===== config.mk =====
export PLATFORM = sky130hd
export DESIGN_NAME = dctc_channel
export DESIGN_NICKNAME = d
export VERILOG_FILES = /design/src/verilog/dctc_pkg.sv /design/src/verilog/dctc_channel.sv /design/src/verilog/dctc_trigger_detect.sv
export SDC_FILE = /design/constraint.sdc
export NUM_CORES = 1
export LEC_CHECK = 0
export BUFFER_PORTS_ARGS = -buffer_cell sky130_fd_sc_hd__buf_2
export CELL_PAD_IN_SITES_DETAIL_PLACEMENT = 2
export CELL_PAD_IN_SITES_GLOBAL_PLACEMENT = 2
export CORE_ASPECT_RATIO = 0.9
export CORE_MARGIN = 2
export CORE_UTILIZATION = 27
export CTS_CLUSTER_SIZE = 12
export DETAILED_ROUTE_END_ITERATION = 8
export PLACE_DENSITY_LB_ADDON = 0.1
export SYNTH_ARGS = -nofsm -noshare
export SYNTH_HDL_FRONTEND = slang
export SYNTH_SLANG_ARGS = --single-unit

===== constraint.sdc =====
create_clock -name sys_clk -period 1.38 [get_ports sys_clk]
set_input_delay 0.276 -clock sys_clk [delete_from_list [all_inputs] [get_ports sys_clk]]
set_output_delay 0.276 -clock sys_clk [all_outputs]
set_load 0.02 [all_outputs]

===== src/verilog/dctc_pkg.sv =====
// package for the per-channel trigger control block
// Behaviour
// [RULE1] start only with request and arbiter grant
// [RULE2] software, peripheral or event request sources
// [RULE3] action 0x0 block, 0x2 beat, 0x3 transaction
// [RULE4] default action requests a whole block
// [RULE5] single descriptor: enable clears after block
// [RULE6] linked list: disable after last descriptor
// [RULE7] re-enabled channel waits for fresh trigger
// [RULE8] request during transfer held pending, flag set
// [RULE9] at most one pending request per channel
// [RULE10] further request while pending is discarded
package dctc_pkg;
    localparam logic [1:0] ACT_BLOCK = 2'h0;
    localparam logic [1:0] ACT_BEAT = 2'h2;
    localparam logic [1:0] ACT_TRANSACTION = 2'h3;
    localparam logic [1:0] ACT_RESET = ACT_BLOCK;
    localparam logic [1:0] SRC_SOFTWARE = 2'h0;
    localparam logic [1:0] SRC_PERIPHERAL = 2'h1;
    localparam logic [1:0] SRC_EVENT = 2'h2;
    localparam logic [1:0] SRC_RESET = SRC_SOFTWARE;

    typedef enum logic [1:0] {
        ST_OFF,
        ST_WAIT,
        ST_REQ,
        ST_XFER
    } dctc_state_e;

    typedef struct packed {
        logic swTrigger;
        logic periphReq;
        logic eventIn;
    } dctc_trig_s;

    typedef struct packed {
        logic [1:0] triggerSourceSelect;
        logic [1:0] triggerActionSelect;
    } dctc_cfg_s;

    // unit completion reported by the data mover
    typedef struct packed {
        logic beatDone;
        logic transactionDone;
        logic blockDone;
        logic lastDescriptor;
    } dctc_mover_s;

    typedef struct packed {
        dctc_state_e state;
        logic channelEnable;
        logic pending;
        logic busy;
        logic arbReq;
        logic startPulse;
    } dctc_state_s;
endpackage


===== src/verilog/dctc_channel.sv =====
// one transfer channel: trigger handling, pending request and auto-disable
`timescale 1ns/100ps
module dctc_channel (
    input wire logic sys_clk,
    input wire logic rstn,
    input wire dctc_pkg::dctc_trig_s trig,
    input wire dctc_pkg::dctc_cfg_s cfg,
    input wire logic enableSet,
    input wire logic enableClear,
    input wire logic grant,
    input wire dctc_pkg::dctc_mover_s mover,
    output logic channelEnable,
    output logic channelPending,
    output logic channelBusy,
    output logic arbRequest,
    output logic transferStart
);
    logic [1:0] rstSync_q;
    logic rstSyncN;
    logic trigPulse;
    logic unitDone;
    logic endOfList;
    dctc_pkg::dctc_state_s s_q;
    dctc_pkg::dctc_state_s s_d;

    // two stages so every flop of the channel leaves reset on the same edge
    always_ff @(posedge sys_clk or negedge rstn) begin
        if (!rstn) begin
            rstSync_q <= 2'h0;
        end else begin
            rstSync_q <= {rstSync_q[0], 1'b1};
        end
    end
    assign rstSyncN = rstSync_q[1];

    dctc_trigger_detect u_detect (
        .sys_clk(sys_clk),
        .rstSyncN(rstSyncN),
        .trig(trig),
        .sourceSel(cfg.triggerSourceSelect),
        .trigPulse(trigPulse)
    );

    // the action decides which mover completion ends one granted transfer
    always_comb begin
        case (cfg.triggerActionSelect)
            dctc_pkg::ACT_BEAT: unitDone = mover.beatDone | mover.blockDone; // RULE3
            dctc_pkg::ACT_TRANSACTION: unitDone = mover.transactionDone | mover.blockDone; // RULE3
            // the unused code falls back to block so a bad setting never stalls the channel
            default: unitDone = mover.blockDone; // RULE3 RULE4
        endcase
    end
    assign endOfList = mover.blockDone & mover.lastDescriptor;

    always_comb begin
        s_d = s_q;
        s_d.startPulse = 1'b0;
        case (s_q.state)
            dctc_pkg::ST_OFF: begin
                if (enableSet) begin
                    s_d.channelEnable = 1'b1;
                    s_d.state = dctc_pkg::ST_WAIT; // RULE7
                end
            end
            dctc_pkg::ST_WAIT: begin
                if (trigPulse) begin
                    s_d.state = dctc_pkg::ST_REQ;
                end
            end
            dctc_pkg::ST_REQ: begin
                if (grant) begin
                    s_d.state = dctc_pkg::ST_XFER; // RULE1
                    s_d.startPulse = 1'b1;
                    s_d.busy = 1'b1;
                end
            end
            dctc_pkg::ST_XFER: begin
                // a second request while one is held is dropped
                if (trigPulse && !s_q.pending) begin
                    s_d.pending = 1'b1; // RULE8 RULE9 RULE10
                end
                if (unitDone) begin
                    s_d.busy = 1'b0;
                    if (endOfList) begin
                        // single descriptor is a list of one
                        s_d.channelEnable = 1'b0; // RULE5 RULE6
                        s_d.pending = 1'b0;
                        s_d.state = dctc_pkg::ST_OFF;
                    end else if (s_q.pending || trigPulse) begin
                        s_d.pending = 1'b0;
                        s_d.state = dctc_pkg::ST_REQ; // RULE8
                    end else begin
                        s_d.state = dctc_pkg::ST_WAIT; // RULE6
                    end
                end
            end
            default: s_d.state = dctc_pkg::ST_OFF;
        endcase
        // clear wins over a same-cycle set so software can always stop a channel
        if (enableClear) begin
            s_d.channelEnable = 1'b0;
            s_d.pending = 1'b0;
            s_d.busy = 1'b0;
            s_d.startPulse = 1'b0;
            s_d.state = dctc_pkg::ST_OFF;
        end
        s_d.arbReq = (s_d.state == dctc_pkg::ST_REQ);
    end

    always_ff @(posedge sys_clk or negedge rstSyncN) begin
        if (!rstSyncN) begin
            s_q <= '{state: dctc_pkg::ST_OFF, default: 1'b0};
        end else begin
            s_q <= s_d;
        end
    end

    assign channelEnable = s_q.channelEnable;
    assign channelPending = s_q.pending;
    assign channelBusy = s_q.busy;
    assign arbRequest = s_q.arbReq;
    assign transferStart = s_q.startPulse;

    chk_start_needs_grant: assert property (@(posedge sys_clk) disable iff (!rstSyncN) // RULE1
        transferStart |-> $past(grant) && $past(s_q.state) == dctc_pkg::ST_REQ)
        else $error("start without grant");
    chk_auto_disable: assert property (@(posedge sys_clk) disable iff (!rstSyncN) // RULE5
        (channelBusy && endOfList && !enableClear) |=> !channelEnable && !channelBusy)
        else $error("channel not disabled at list end");
    chk_reenable_waits: assert property (@(posedge sys_clk) disable iff (!rstSyncN) // RULE7
        (s_q.state == dctc_pkg::ST_OFF && enableSet) |=> !arbRequest && !channelBusy)
        else $error("re-enabled channel started without trigger");
    chk_pending_set: assert property (@(posedge sys_clk) disable iff (!rstSyncN) // RULE8
        (channelBusy && trigPulse && !unitDone && !enableClear) |=> channelPending)
        else $error("request during transfer not held");
    chk_pending_served: assert property (@(posedge sys_clk) disable iff (!rstSyncN) // RULE8
        (channelBusy && channelPending && unitDone && !endOfList && !enableClear) |=> arbRequest)
        else $error("pending request not served");
    chk_pending_no_drop: assert property (@(posedge sys_clk) disable iff (!rstSyncN) // RULE10
        (channelBusy && channelPending && !unitDone && !enableClear) |=> channelPending && channelBusy)
        else $error("pending flag disturbed");
    chk_block_waits: assert property (@(posedge sys_clk) disable iff (!rstSyncN) // RULE4
        (cfg.triggerActionSelect == dctc_pkg::ACT_BLOCK && channelBusy && !mover.blockDone && !enableClear)
        |=> channelBusy)
        else $error("block transfer ended early");
    chk_beat_ends: assert property (@(posedge sys_clk) disable iff (!rstSyncN) // RULE3
        (cfg.triggerActionSelect == dctc_pkg::ACT_BEAT && channelBusy && mover.beatDone) |=> !channelBusy)
        else $error("beat transfer did not end");

    // grant may linger a cycle after the request drops; only the request state honours it
    chk_trigger_requests: assert property (@(posedge sys_clk) disable iff (!rstSyncN) // RULE2
        (s_q.state == dctc_pkg::ST_WAIT && trigPulse && !enableClear)
        |=> arbRequest && !channelBusy)
        else $error("trigger did not raise a request");
    chk_idle_quiet: assert property (@(posedge sys_clk) disable iff (!rstSyncN) // RULE7
        (s_q.state == dctc_pkg::ST_WAIT && !trigPulse && !enableClear)
        |=> !arbRequest && !channelBusy)
        else $error("waiting channel requested without trigger");
    chk_off_quiet: assert property (@(posedge sys_clk) disable iff (!rstSyncN) // RULE5
        !channelEnable
        |-> !arbRequest && !channelBusy && !channelPending)
        else $error("disabled channel still active");
    chk_start_busy: assert property (@(posedge sys_clk) disable iff (!rstSyncN) // RULE1
        transferStart
        |-> channelBusy && !arbRequest)
        else $error("start without busy");
    chk_start_single: assert property (@(posedge sys_clk) disable iff (!rstSyncN) // RULE1
        transferStart
        |=> !transferStart)
        else $error("start pulse longer than one cycle");
    chk_no_grant_wait: assert property (@(posedge sys_clk) disable iff (!rstSyncN) // RULE1
        (arbRequest && !grant && !enableClear)
        |=> arbRequest && !transferStart)
        else $error("request dropped or started without grant");
    chk_grant_starts: assert property (@(posedge sys_clk) disable iff (!rstSyncN) // RULE1
        (arbRequest && grant && !enableClear)
        |=> transferStart && channelBusy)
        else $error("granted request did not start");
    chk_pending_busy: assert property (@(posedge sys_clk) disable iff (!rstSyncN) // RULE9
        channelPending
        |-> channelBusy)
        else $error("pending flag outside a transfer");
    chk_pending_once: assert property (@(posedge sys_clk) disable iff (!rstSyncN) // RULE9
        (channelBusy && unitDone)
        |=> !channelPending)
        else $error("pending flag kept after transfer end");
    chk_request_ignores: assert property (@(posedge sys_clk) disable iff (!rstSyncN) // RULE9
        (arbRequest && trigPulse && !grant && !enableClear)
        |=> arbRequest && !channelPending)
        else $error("trigger stored while requesting");
    chk_trans_ends: assert property (@(posedge sys_clk) disable iff (!rstSyncN) // RULE3
        (cfg.triggerActionSelect == dctc_pkg::ACT_TRANSACTION && channelBusy && mover.transactionDone)
        |=> !channelBusy)
        else $error("transaction transfer did not end");
    chk_beat_waits: assert property (@(posedge sys_clk) disable iff (!rstSyncN) // RULE3
        (cfg.triggerActionSelect == dctc_pkg::ACT_BEAT && channelBusy && !mover.beatDone && !mover.blockDone
        && !enableClear) |=> channelBusy)
        else $error("beat transfer ended early");
    chk_list_continues: assert property (@(posedge sys_clk) disable iff (!rstSyncN) // RULE6
        (channelBusy && mover.blockDone && !mover.lastDescriptor && !enableClear)
        |=> channelEnable)
        else $error("channel disabled before list end");
    chk_list_waits: assert property (@(posedge sys_clk) disable iff (!rstSyncN) // RULE6
        (channelBusy && mover.blockDone && !mover.lastDescriptor && !channelPending && !trigPulse && !enableClear)
        |=> !arbRequest && !channelBusy)
        else $error("channel did not wait for next block trigger");
    chk_xfer_enabled: assert property (@(posedge sys_clk) disable iff (!rstSyncN) // RULE6
        channelBusy
        |-> channelEnable)
        else $error("transfer on a disabled channel");
    chk_clear_stops: assert property (@(posedge sys_clk) disable iff (!rstSyncN) // RULE7
        enableClear
        |=> !channelEnable && !channelBusy && !channelPending)
        else $error("clear did not stop the channel");
    chk_enable_arms: assert property (@(posedge sys_clk) disable iff (!rstSyncN) // RULE7
        (s_q.state == dctc_pkg::ST_OFF && enableSet && !enableClear)
        |=> channelEnable && !arbRequest)
        else $error("enable not taken");
    cov_start: cover property (@(posedge sys_clk) disable iff (!rstSyncN) transferStart);
    cov_pending: cover property (@(posedge sys_clk) disable iff (!rstSyncN) channelPending && trigPulse);
    cov_disable: cover property (@(posedge sys_clk) disable iff (!rstSyncN) channelBusy && endOfList);
    cov_beat_end: cover property (@(posedge sys_clk) disable iff (!rstSyncN) channelBusy && mover.beatDone);
    cov_list_next: cover property (@(posedge sys_clk) disable iff (!rstSyncN)
        channelBusy && mover.blockDone && !mover.lastDescriptor);
endmodule


===== src/verilog/dctc_trigger_detect.sv =====
// trigger source selection and rising edge detection
`timescale 1ns/100ps
module dctc_trigger_detect (
    input wire logic sys_clk,
    input wire logic rstSyncN,
    input wire dctc_pkg::dctc_trig_s trig,
    input wire logic [1:0] sourceSel,
    output logic trigPulse
);
    logic selLevel;
    logic prev_q;

    always_comb begin
        case (sourceSel)
            dctc_pkg::SRC_SOFTWARE: selLevel = trig.swTrigger; // RULE2
            dctc_pkg::SRC_PERIPHERAL: selLevel = trig.periphReq; // RULE2
            dctc_pkg::SRC_EVENT: selLevel = trig.eventIn; // RULE2
            default: selLevel = 1'b0;
        endcase
    end

    always_ff @(posedge sys_clk or negedge rstSyncN) begin
        if (!rstSyncN) begin
            prev_q <= 1'b0;
        end else begin
            prev_q <= selLevel;
        end
    end

    // edge detection so a held level counts as one request
    assign trigPulse = selLevel & ~prev_q;
endmodule


==> metrics.md, run 1 <==
| Metric | Value |
|---|---|
| # setup viols final | `0` |
| CP Class | `register to register` |
| P_leak | `0.336 nW` |
| Count of cell types in the netlist | `23` |
| Cell Area, Synth | `483 sq um` |
| Seq cells post-synth | `10` |
| R2R setup slack | `0.001 ns` |
| Top FF cell, synth | `dfrtp_1` |
| Syn Nets | `61` |
| Post-DRT Antenna Nets | `0` |
| Final period util | `99.9%` |
| Final hold viol count | `0` |
| Cells after Synth | `45` |
| Synthesized area per cell | `10.7 sq um` |
| F_max | `725 MHz` |
| Slew Viols, Final | `0` |
| Top cell type's share of synthesized area | `51.8%` |
| Final Wtd Congestion | `0.732` |
| Nets | `90` |
| Gr usage total | `13.8%` |
| First-pass GRT wire length | `2.15 mm` |
| Maximum net fanout on the critical path | `3` |
| Initial Util | `28.7%` |
| Critical register-to-register path endpoint | `arbRequest$_DFF_PN0_` |
| Reg2reg start | `u_detect.prev_q$_DFF_PN0_` |
| Final Skew | `0.00387 ns` |
| Final core utilization | `42.6%` |
| IO Port Bufs | `20` |
| DRT Pass-1 Iters | `2` |
| Std cell rows | `14` |
| Root Driver | `clkbuf_4` |
| Worst reg2reg path depth | `4` |
| Core region area | `1680 sq um` |
| Clock sink count | `10` |
| Ratio of cells with drive above 1 in the final layout | `46.6%` |
| RSZ-0062 raised after global routing | `true` |
| Fill cells | `204` |
| DR vias/cell | `4.76` |
| Layout area overhead | `48.2%` |
| Max-Cap Viols | `0` |
| Ant. Diodes | `0` |
| Initial antenna violation count | `0` |
| Arr. time, crit path | `1.59 ns` |
| CTS tree | `built` |
| Peak VDD IR | `526 uV` |
| Max Buffers Root-to-Sink | `2` |
| Synth warn | `0` |
| Total power | `0.742 mW` |
| Routed WL | `1.33 mm` |
| DRC Markers | `0` |
| Seq/Total Area, Yosys | `51.8%` |
| Largest cells by area after synthesis | `dfrtp_1 (52%), a21oi_1 (5.2%), o31ai_4 (4.4%), nor2_1 (3.9%), o21ai_0 (3.1%)` |
| Crit path capture type | `register` |
| Critical Path RT | `1.59 ns` |
| Number of global-route vias before repair | `464` |
| Status | `finished clean` |
| Pin count of the biggest net entering global routing | `9` |
| Post-synth EDFFs | `0` |
| Power per cell area | `1040 nW/um^2` |
| Vias | `462` |
| Total CTS buffers | `3` |
| Clk_lat worst skew | `0.27 ns` |
| Synth async-reset ratio | `100%` |
| Total die area | `2140 sq um` |
| Die Ht | `44.1 um` |
| Top cell type by total area after synthesis | `dfrtp_1` |
| WL per Instance | `13.7 um` |
| Crit path launch type | `register` |
| I/O pin cnt | `21` |
| Final Critical Period | `1.38 ns` |
| Die Span X | `48.6 um` |
| Worst hold path type | `register to asynchronous set/reset pin` |
| GR Overflow Total | `0` |
| CTS H-tree lvls | `1` |
| Clock slew at reported path FFs | `0.07 ns` |
| Iter 0 DRT Violations | `3` |
-- metal layers --
metal	vias to the layer above	track usage [%]	part of all wire [%]
li1	218	-	-
met1	225	16.6	42
met2	13	20.6	47
met3	6	4.73	7.2
met4	0	10.9	3.6
met5	-	0	0
-- cells in the mapped netlist, drive strengths merged, types with 2 or more instances --
library cell and count:
a21oi 5, dfrtp 10, nand2 4, nand3b 2, nor2 5, nor2b 2
o21ai 4
-- report_power, final --
group | internal, mW | switching [mW]
clock network | 0.160 | 0.111
registers | 0.312 | 0.0230
logic | 0.0677 | 0.0683
total | 0.540 | 0.202
-- sequential cells by signal, summed over array words and instances (netlist names) --
name	flops
arbRequest	1
channelEnable	1
channelBusy	1
channelPending	1
transferStart	1
rstSync_q	2
s_q	2
u_detect.prev_q	1
-- how the worst max path moves through the flow --
stage	startpoint	to	cells past startpoint
4_1_cts	u_detect.prev_q$_DFF_PN0_	arbRequest$_DFF_PN0_	5
3_5_place_dp	cfg[3]	arbRequest$_DFF_PN0_	6
6_report	u_detect.prev_q$_DFF_PN0_	arbRequest$_DFF_PN0_	4
2_1_floorplan	cfg[0]	arbRequest$_DFF_PN0_	5
3_3_place_gp	cfg[3]	arbRequest$_DFF_PN0_	6
5_1_grt	u_detect.prev_q$_DFF_PN0_	arbRequest$_DFF_PN0_	4
-- timing repair --
item / CTS / global route
endpoints found under the hold margin: 2 / 0
resized for setup: 1 / 3
hold buffers: 1 / 0
setup buffers: 1 / 1
endpoints found under the setup margin: 1 / 2
pin swaps: 3 / 2
-- layout make-up --
| type | count | area, sq um | share of cell area, % |
|---|---|---|---|
| multi-input cells | 34 | 263 | 36.7 |
| flip-flops and latches | 10 | 250 | 35.0 |
| repair buffers | 24 | 133 | 18.5 |
| clock buffers | 4 | 36.3 | 5.07 |
| well taps | 24 | 30.0 | 4.20 |
| inverters | 1 | 3.75 | 0.524 |
-- critical path, cell delays in order, from the launching register on --
cell,delay [ns]
dfrtp_1,0.41
o31ai_4,0.33
nand2_2,0.12
a221oi_4,0.29
nor2b_2,0.17
-- layout by cell type (no fill, tap or decap), drive strengths merged, types with 2 or more instances in the layout --
master / n
o21ai: 4
nor2: 5
clkbuf: 4
a21oi: 5
buf: 23
dfrtp: 10
nand3b: 2
nand2: 4
nor2b: 2
-- cells by family after synthesis --
group,synth area share [%]
other cells,0.776
flops,51.8
buf+inv,0.776
compound gates,21.5
simple gates,20.7
mux,4.40
-- stage by stage --
step | hold WS (ns) | TNS (ns) | instance area [sq um] | worst slack (ns) | cells
after global routing | 0.152 | -0.113 | 716 | -0.0775 | 97
after floorplan | -0.0196 | 0 | 483 | 0.0812 | 45
final | 0.124 | 0 | 716 | 0.00130 | 97
after detailed placement | 0.0633 | -0.119 | 621 | -0.119 | 90
after global placement | 0.0628 | -0.0639 | 621 | -0.0639 | 90
after CTS | 0.140 | -0.00831 | 678 | -0.00831 | 96
Note: power is estimated with default switching activity, not from simulation.
==> run 2, diff against run 1 <==
--- a/config.mk
+++ b/config.mk
@@ -8,7 +8,6 @@
 export BUFFER_PORTS_ARGS = -buffer_cell sky130_fd_sc_hd__buf_2
 export CELL_PAD_IN_SITES_DETAIL_PLACEMENT = 2
 export CELL_PAD_IN_SITES_GLOBAL_PLACEMENT = 2
-export CORE_ASPECT_RATIO = 0.9
 export CORE_MARGIN = 2
 export CORE_UTILIZATION = 27
 export CTS_CLUSTER_SIZE = 12
==> run 2 against run 1 <==
Net effect:
- largest power group unchanged
- die area about the same
- worst hold slack improved by 0.012 ns
- clock skew shrank 0.0011 ns
==> metrics.md, run 2 (same netlist as run 1, synthesis figures left out) <==
| Metric | Value |
|---|---|
| Max Buffers Root-to-Sink | `2 (unchanged)` |
| Pin count of the biggest net entering global routing | `9 (unchanged)` |
| Total die area | `2140 sq um (about the same)` |
| Critical register-to-register path endpoint | `arbRequest$_DFF_PN0_` |
| Layout area overhead | `44.6%` |
| Critical Path RT | `1.58 ns (about the same)` |
| Worst hold path type | `register to asynchronous set/reset pin` |
| Placed Cells incl. Taps | `91 (+1.1%)` |
| Reg2reg start | `u_detect.prev_q$_DFF_PN0_` |
| Crit path launch type | `register` |
| IO Port Bufs | `20 (unchanged)` |
| GR Overflow Total | `0 (unchanged)` |
| Clock slew at reported path FFs | `0.07 ns (about the same)` |
| Max-Cap Viols | `0 (unchanged)` |
| Die Ht | `46.3 um (+4.9%)` |
| DR vias/cell | `4.55 (-4.5%)` |
| Slew Viols, Final | `0 (unchanged)` |
| Post-DRT Antenna Nets | `0 (unchanged)` |
| F_max | `744 MHz (+2.5%)` |
| Number of global-route vias before repair | `457 (-1.5%)` |
| DRC Markers | `0 (unchanged)` |
| I/O pin cnt | `21 (unchanged)` |
| Clock sink count | `10 (unchanged)` |
| Initial Util | `28.3% (-0.44 points)` |
| Most frequent cells in the layout | `buf_2 (20), dfrtp_1 (10), a21oi_1 (5), nor2_1 (5)` |
| Fill cells | `201 (-1.5%)` |
| Multi-input logic area | `251 sq um (-4.3%)` |
| Initial antenna violation count | `0 (unchanged)` |
| Registers with the most flip-flops | `rstSync_q: 2 flops, s_q: 2 flops` |
| Iter 0 DRT Violations | `1 (-2)` |
| Std cell rows | `15 (+1)` |
| Core region area | `1710 sq um (+1.6%)` |
| First-pass GRT wire length | `1.82 mm (-15%)` |
| Arr. time, crit path | `1.54 ns (-0.05 ns)` |
| Worst Hold Slack | `0.136 ns (+0.0118 ns)` |
| Root Driver | `clkbuf_4` |
| Clk_lat worst skew | `0.26 ns (about the same)` |
| Total power | `0.719 mW (-3.0%)` |
| Final std cells w/o fill | `97 (unchanged)` |
| CTS H-tree lvls | `1 (unchanged)` |
| Nets | `89 (-1.1%)` |
| Vias | `441 (-4.5%)` |
| Register area | `250 sq um (unchanged)` |
| Crit path capture type | `register` |
| Ratio of cells with drive above 1 in the final layout | `45.8% (-0.74 points)` |
| Gr usage total | `12.4% (-1.4 points)` |
| R2R setup slack | `0.04 ns (+0.03 ns)` |
| Final hold viol count | `0 (unchanged)` |
| Final Skew | `0.00276 ns (-0.00111 ns)` |
| CP Class | `register to register` |
| Status | `finished clean` |
| Die Span X | `46.3 um (-4.7%)` |
| Total CTS buffers | `3 (unchanged)` |
| Final Critical Period | `1.34 ns (-0.0340 ns)` |
| Most common cell after layout, fill and taps aside | `buf_2` |
| Ant. Diodes | `0 (unchanged)` |
| # setup viols final | `0 (unchanged)` |
| Final Wtd Congestion | `0.671 (-8.3%)` |
| P_leak | `0.330 nW (-1.8%)` |
| Peak VDD IR | `557 uV (+5.8%)` |
| Maximum net fanout on the critical path | `4 (+1)` |
| DRT Pass-1 Iters | `2 (unchanged)` |
| WL per Instance | `11.9 um (-13%)` |
| Routed WL | `1.15 mm (-13%)` |
| Worst reg2reg path depth | `4 (unchanged)` |
| Final HPWL DP | `911 um` |
| Final period util | `97.4% (-2.5 points)` |
| CTS tree | `built` |
| Power per cell area | `1030 nW/um^2 (-0.56%)` |
| RSZ-0062 raised after global routing | `true` |
[run 2: area by class of cell]
type                    instances  area share [%]
flip-flops and latches         10            35.8
repair buffers                 23            17.9
inverters                       1           0.538
clock buffers                   4            5.20
well taps                      25            4.48
multi-input cells              34            36.0
[run 2: per-layer routing]
metal / GRT usage, % / vias up / part of all wire (%)
met4: 3.43 / 0 / 0
met1: 14.4 / 205 / 44
met2: 20.3 / 17 / 48
met3: 5.88 / 0 / 7.2
li1: - / 219 / -
met5: 0 / - / 0
[run 2: worst max-delay path by stage]
stage	cells past startpoint	slack, ns	start	to
floorplan	5	0.08	cfg[0]	arbRequest$_DFF_PN0_
global placement	6	-0.06	cfg[0]	arbRequest$_DFF_PN0_
detailed placement	6	-0.1	cfg[0]	arbRequest$_DFF_PN0_
CTS	5	0.009	u_detect.prev_q$_DFF_PN0_	arbRequest$_DFF_PN0_
global route	4	-0.06	u_detect.prev_q$_DFF_PN0_	arbRequest$_DFF_PN0_
finish	4	0.04	u_detect.prev_q$_DFF_PN0_	arbRequest$_DFF_PN0_
[run 2: through the flow]
stage	util (%)	instance area [sq um]	setup slack (ns)	setup TNS, ns
6_report	40.9	698	0.0353	0
3_3_place_gp	36.4	622	-0.0647	-0.0647
5_1_grt	40.9	698	-0.0555	-0.0566
4_1_cts	40.2	687	0.00914	0
3_5_place_dp	36.4	622	-0.0980	-0.0980
2_1_floorplan	-	483	0.0812	0
[run 2: critical path: stages (launching register included)]
cell      delay [ns]
dfrtp_1         0.41
o31ai_4         0.31
nand2_2         0.10
a221oi_2        0.28
nor2b_2         0.18
[run 2: where the power goes]
part / switching (mW) / internal [mW] / total, mW
logic: 0.0615 / 0.0627 / 0.124
registers: 0.0230 / 0.312 / 0.335
clock network: 0.100 / 0.160 / 0.260
total: 0.185 / 0.535 / 0.719
[run 2: repair_timing]
action                                 4_1_cts  5_1_grt
endpoints found under the hold margin        2        0
buffers inserted                             0        1
setup endpoints to repair                    1        1
pin swaps                                    1        3
hold buffers                                 1        0
resized for setup                            2        1
==> run 3, diff against run 2 <==
--- a/config.mk
+++ b/config.mk
@@ -13,6 +13,7 @@
 export CTS_CLUSTER_SIZE = 12
 export DETAILED_ROUTE_END_ITERATION = 8
 export PLACE_DENSITY_LB_ADDON = 0.1
+export RECOVER_POWER = 100
 export SYNTH_ARGS = -nofsm -noshare
 export SYNTH_HDL_FRONTEND = slang
 export SYNTH_SLANG_ARGS = --single-unit
==> run 3 against run 2 <==
Net effect:
- critical path depth stayed put
- combinational power about the same
- clock skew about the same
- first-iteration DRC count is the same
- count of clock-buffer cells in the layout unchanged
- critical endpoint unchanged
- largest cell class unchanged
==> metrics.md, run 3 (same netlist as run 1, synthesis figures left out) <==
| Metric | Value |
|---|---|
| Die Span X | `46.3 um (unchanged)` |
| Final Wtd Congestion | `0.671 (unchanged)` |
| DRC Markers | `0 (unchanged)` |
| CTS H-tree lvls | `1 (unchanged)` |
| Clk_lat worst skew | `0.26 ns (about the same)` |
| GR Overflow Total | `0 (unchanged)` |
| DR vias/cell | `4.54 (-0.23%)` |
| Most frequent cells in the layout | `buf_2 (13), dfrtp_1 (10), clkbuf_1 (7)` |
| Worst reg2reg path depth | `4 (unchanged)` |
| Nets | `89 (unchanged)` |
| Number of global-route vias before repair | `457 (unchanged)` |
| Final period util | `97.4% (about the same)` |
| Layout area overhead | `42.7%` |
| RSZ-0062 raised after global routing | `true` |
| Peak VDD IR | `547 uV (-1.7%)` |
| Final Critical Period | `1.34 ns (-0.000430 ns)` |
| Final HPWL DP | `911 um (unchanged)` |
| Crit path capture type | `register` |
| CP Cell Sequence | `o31ai_4 > nand2_2 > a221oi_2 > nor2b_2` |
| Slew Viols, Final | `0 (unchanged)` |
| Std cell rows | `15 (unchanged)` |
| Gr usage total | `12.4% (unchanged)` |
| Die Ht | `46.3 um (unchanged)` |
| F_max | `744 MHz (about the same)` |
| Status | `finished clean` |
| CTS tree | `built` |
| P_leak | `0.303 nW (-7.9%)` |
| Core region area | `1710 sq um (unchanged)` |
| Final std cells w/o fill | `97 (unchanged)` |
| Max stage delay on crit path | `0.41 ns (about the same)` |
| First-pass GRT wire length | `1.82 mm (unchanged)` |
| Final Instance Area | `689 sq um (-1.3%)` |
| Final Skew | `0.00276 ns (-0.00000389 ns)` |
| Routed WL | `1.15 mm (+0.17%)` |
| CP Class | `register to register` |
| Initial antenna violation count | `0 (unchanged)` |
| Max Buffers Root-to-Sink | `2 (unchanged)` |
| I/O pin cnt | `21 (unchanged)` |
| Slowest stage cell, crit path | `dfrtp_1` |
| Vias | `440 (-0.23%)` |
| Iter 0 DRT Violations | `1 (unchanged)` |
| Power per cell area | `1040 nW/um^2 (+0.92%)` |
| Ant. Diodes | `0 (unchanged)` |
| Registers with the most flip-flops | `rstSync_q: 2 flops, s_q: 2 flops` |
| Max-Cap Viols | `0 (unchanged)` |
| DRT Pass-1 Iters | `2 (unchanged)` |
| Total CTS buffers | `3 (unchanged)` |
| Ratio of cells with drive above 1 in the final layout | `36.1% (-9.7 points)` |
| # setup viols final | `0 (unchanged)` |
| Post-DRT Antenna Nets | `0 (unchanged)` |
| Total die area | `2140 sq um (unchanged)` |
| Clock sink count | `10 (unchanged)` |
| Placed Cells incl. Taps | `91 (unchanged)` |
| Worst hold path type | `register to asynchronous set/reset pin` |
| Final core utilization | `40.4% (-0.51 points)` |
| Maximum net fanout on the critical path | `4 (unchanged)` |
| Clock slew at reported path FFs | `0.07 ns (about the same)` |
| Root Driver | `clkbuf_4` |
| Critical Path RT | `1.58 ns (about the same)` |
| Final hold viol count | `0 (unchanged)` |
| Pin count of the biggest net entering global routing | `9 (unchanged)` |
| Most common cell after layout, fill and taps aside | `buf_2` |
| Initial Util | `28.3% (unchanged)` |
| Arr. time, crit path | `1.54 ns (about the same)` |
| Crit path launch type | `register` |
| WL per Instance | `11.9 um (+0.17%)` |
| IO Port Bufs | `20 (unchanged)` |
| Placed inst area | `622 sq um (unchanged)` |
## run 3: cell count changes in the layout (fill, tap and decap cells not counted), sizes merged
cell / change
clkbuf: +7
buf: -7
## run 3: what timing repair did
action                                 4_1_cts  5_1_grt
setup endpoints to repair                    1        1
pin swaps                                    1        3
hold buffers                                 1        0
endpoints found under the hold margin        2        0
buffers inserted                             0        1
gates resized for setup                      2        1
## run 3: worst paths after layout
check,slack [ns],startpoint,endpoint
worst min-delay path,0.14,rstSync_q[1]$_DFF_PN0_,channelBusy$_DFFE_PN0P_
worst max-delay path,0.04,u_detect.prev_q$_DFF_PN0_,arbRequest$_DFF_PN0_
worst max register to register,0.04,u_detect.prev_q$_DFF_PN0_,arbRequest$_DFF_PN0_
max in group asynchronous,0.93,rstn,rstSync_q[1]$_DFF_PN0_
min in group sys_clk,0.28,enableClear,channelEnable$_DFFE_PN0P_
worst min register to register,0.14,rstSync_q[1]$_DFF_PN0_,channelBusy$_DFFE_PN0P_
## run 3: cell type report
| type | instances | area (sq um) |
|---|---|---|
| fillers | 201 | 1020 |
| inverters | 1 | 3.75 |
| repair buffers | 23 | 116 |
| multi-input cells | 34 | 251 |
| clock buffers | 4 | 36.3 |
| well taps | 25 | 31.3 |
| flip-flops and latches | 10 | 250 |
## run 3: where the power goes
group	internal [mW]	switching (mW)	leakage [nW]	total, mW
Sequential	0.312	0.0233	0.130	0.335
Clock	0.160	0.100	0.0210	0.261
Combinational	0.0596	0.0617	0.152	0.121
## run 3: through the flow
step / hold slack, ns / setup TNS (ns) / total power [mW] / setup WS [ns]
floorplan: -0.0196 / 0 / 0.399 / 0.0812
global placement: 0.0614 / -0.0647 / 0.455 / -0.0647
detailed placement: 0.0621 / -0.0980 / 0.455 / -0.0980
CTS: 0.156 / 0 / 0.736 / 0.00914
global route: 0.167 / -0.0566 / 0.762 / -0.0555
finish: 0.136 / 0 / 0.717 / 0.0357
## run 3: critical path: cells and delay by family (launching register included)
family	cells	cell delay, ns
DFF	1	0.41
and+or+nand+nor	2	0.28
AOI/OAI and AO/OA	2	0.59
## run 3: layer usage
layer	GRT usage, %	routed length, um
met4	3.43	0
met1	14.4	514
met3	5.88	79
met5	0	0
met2	20.3	559
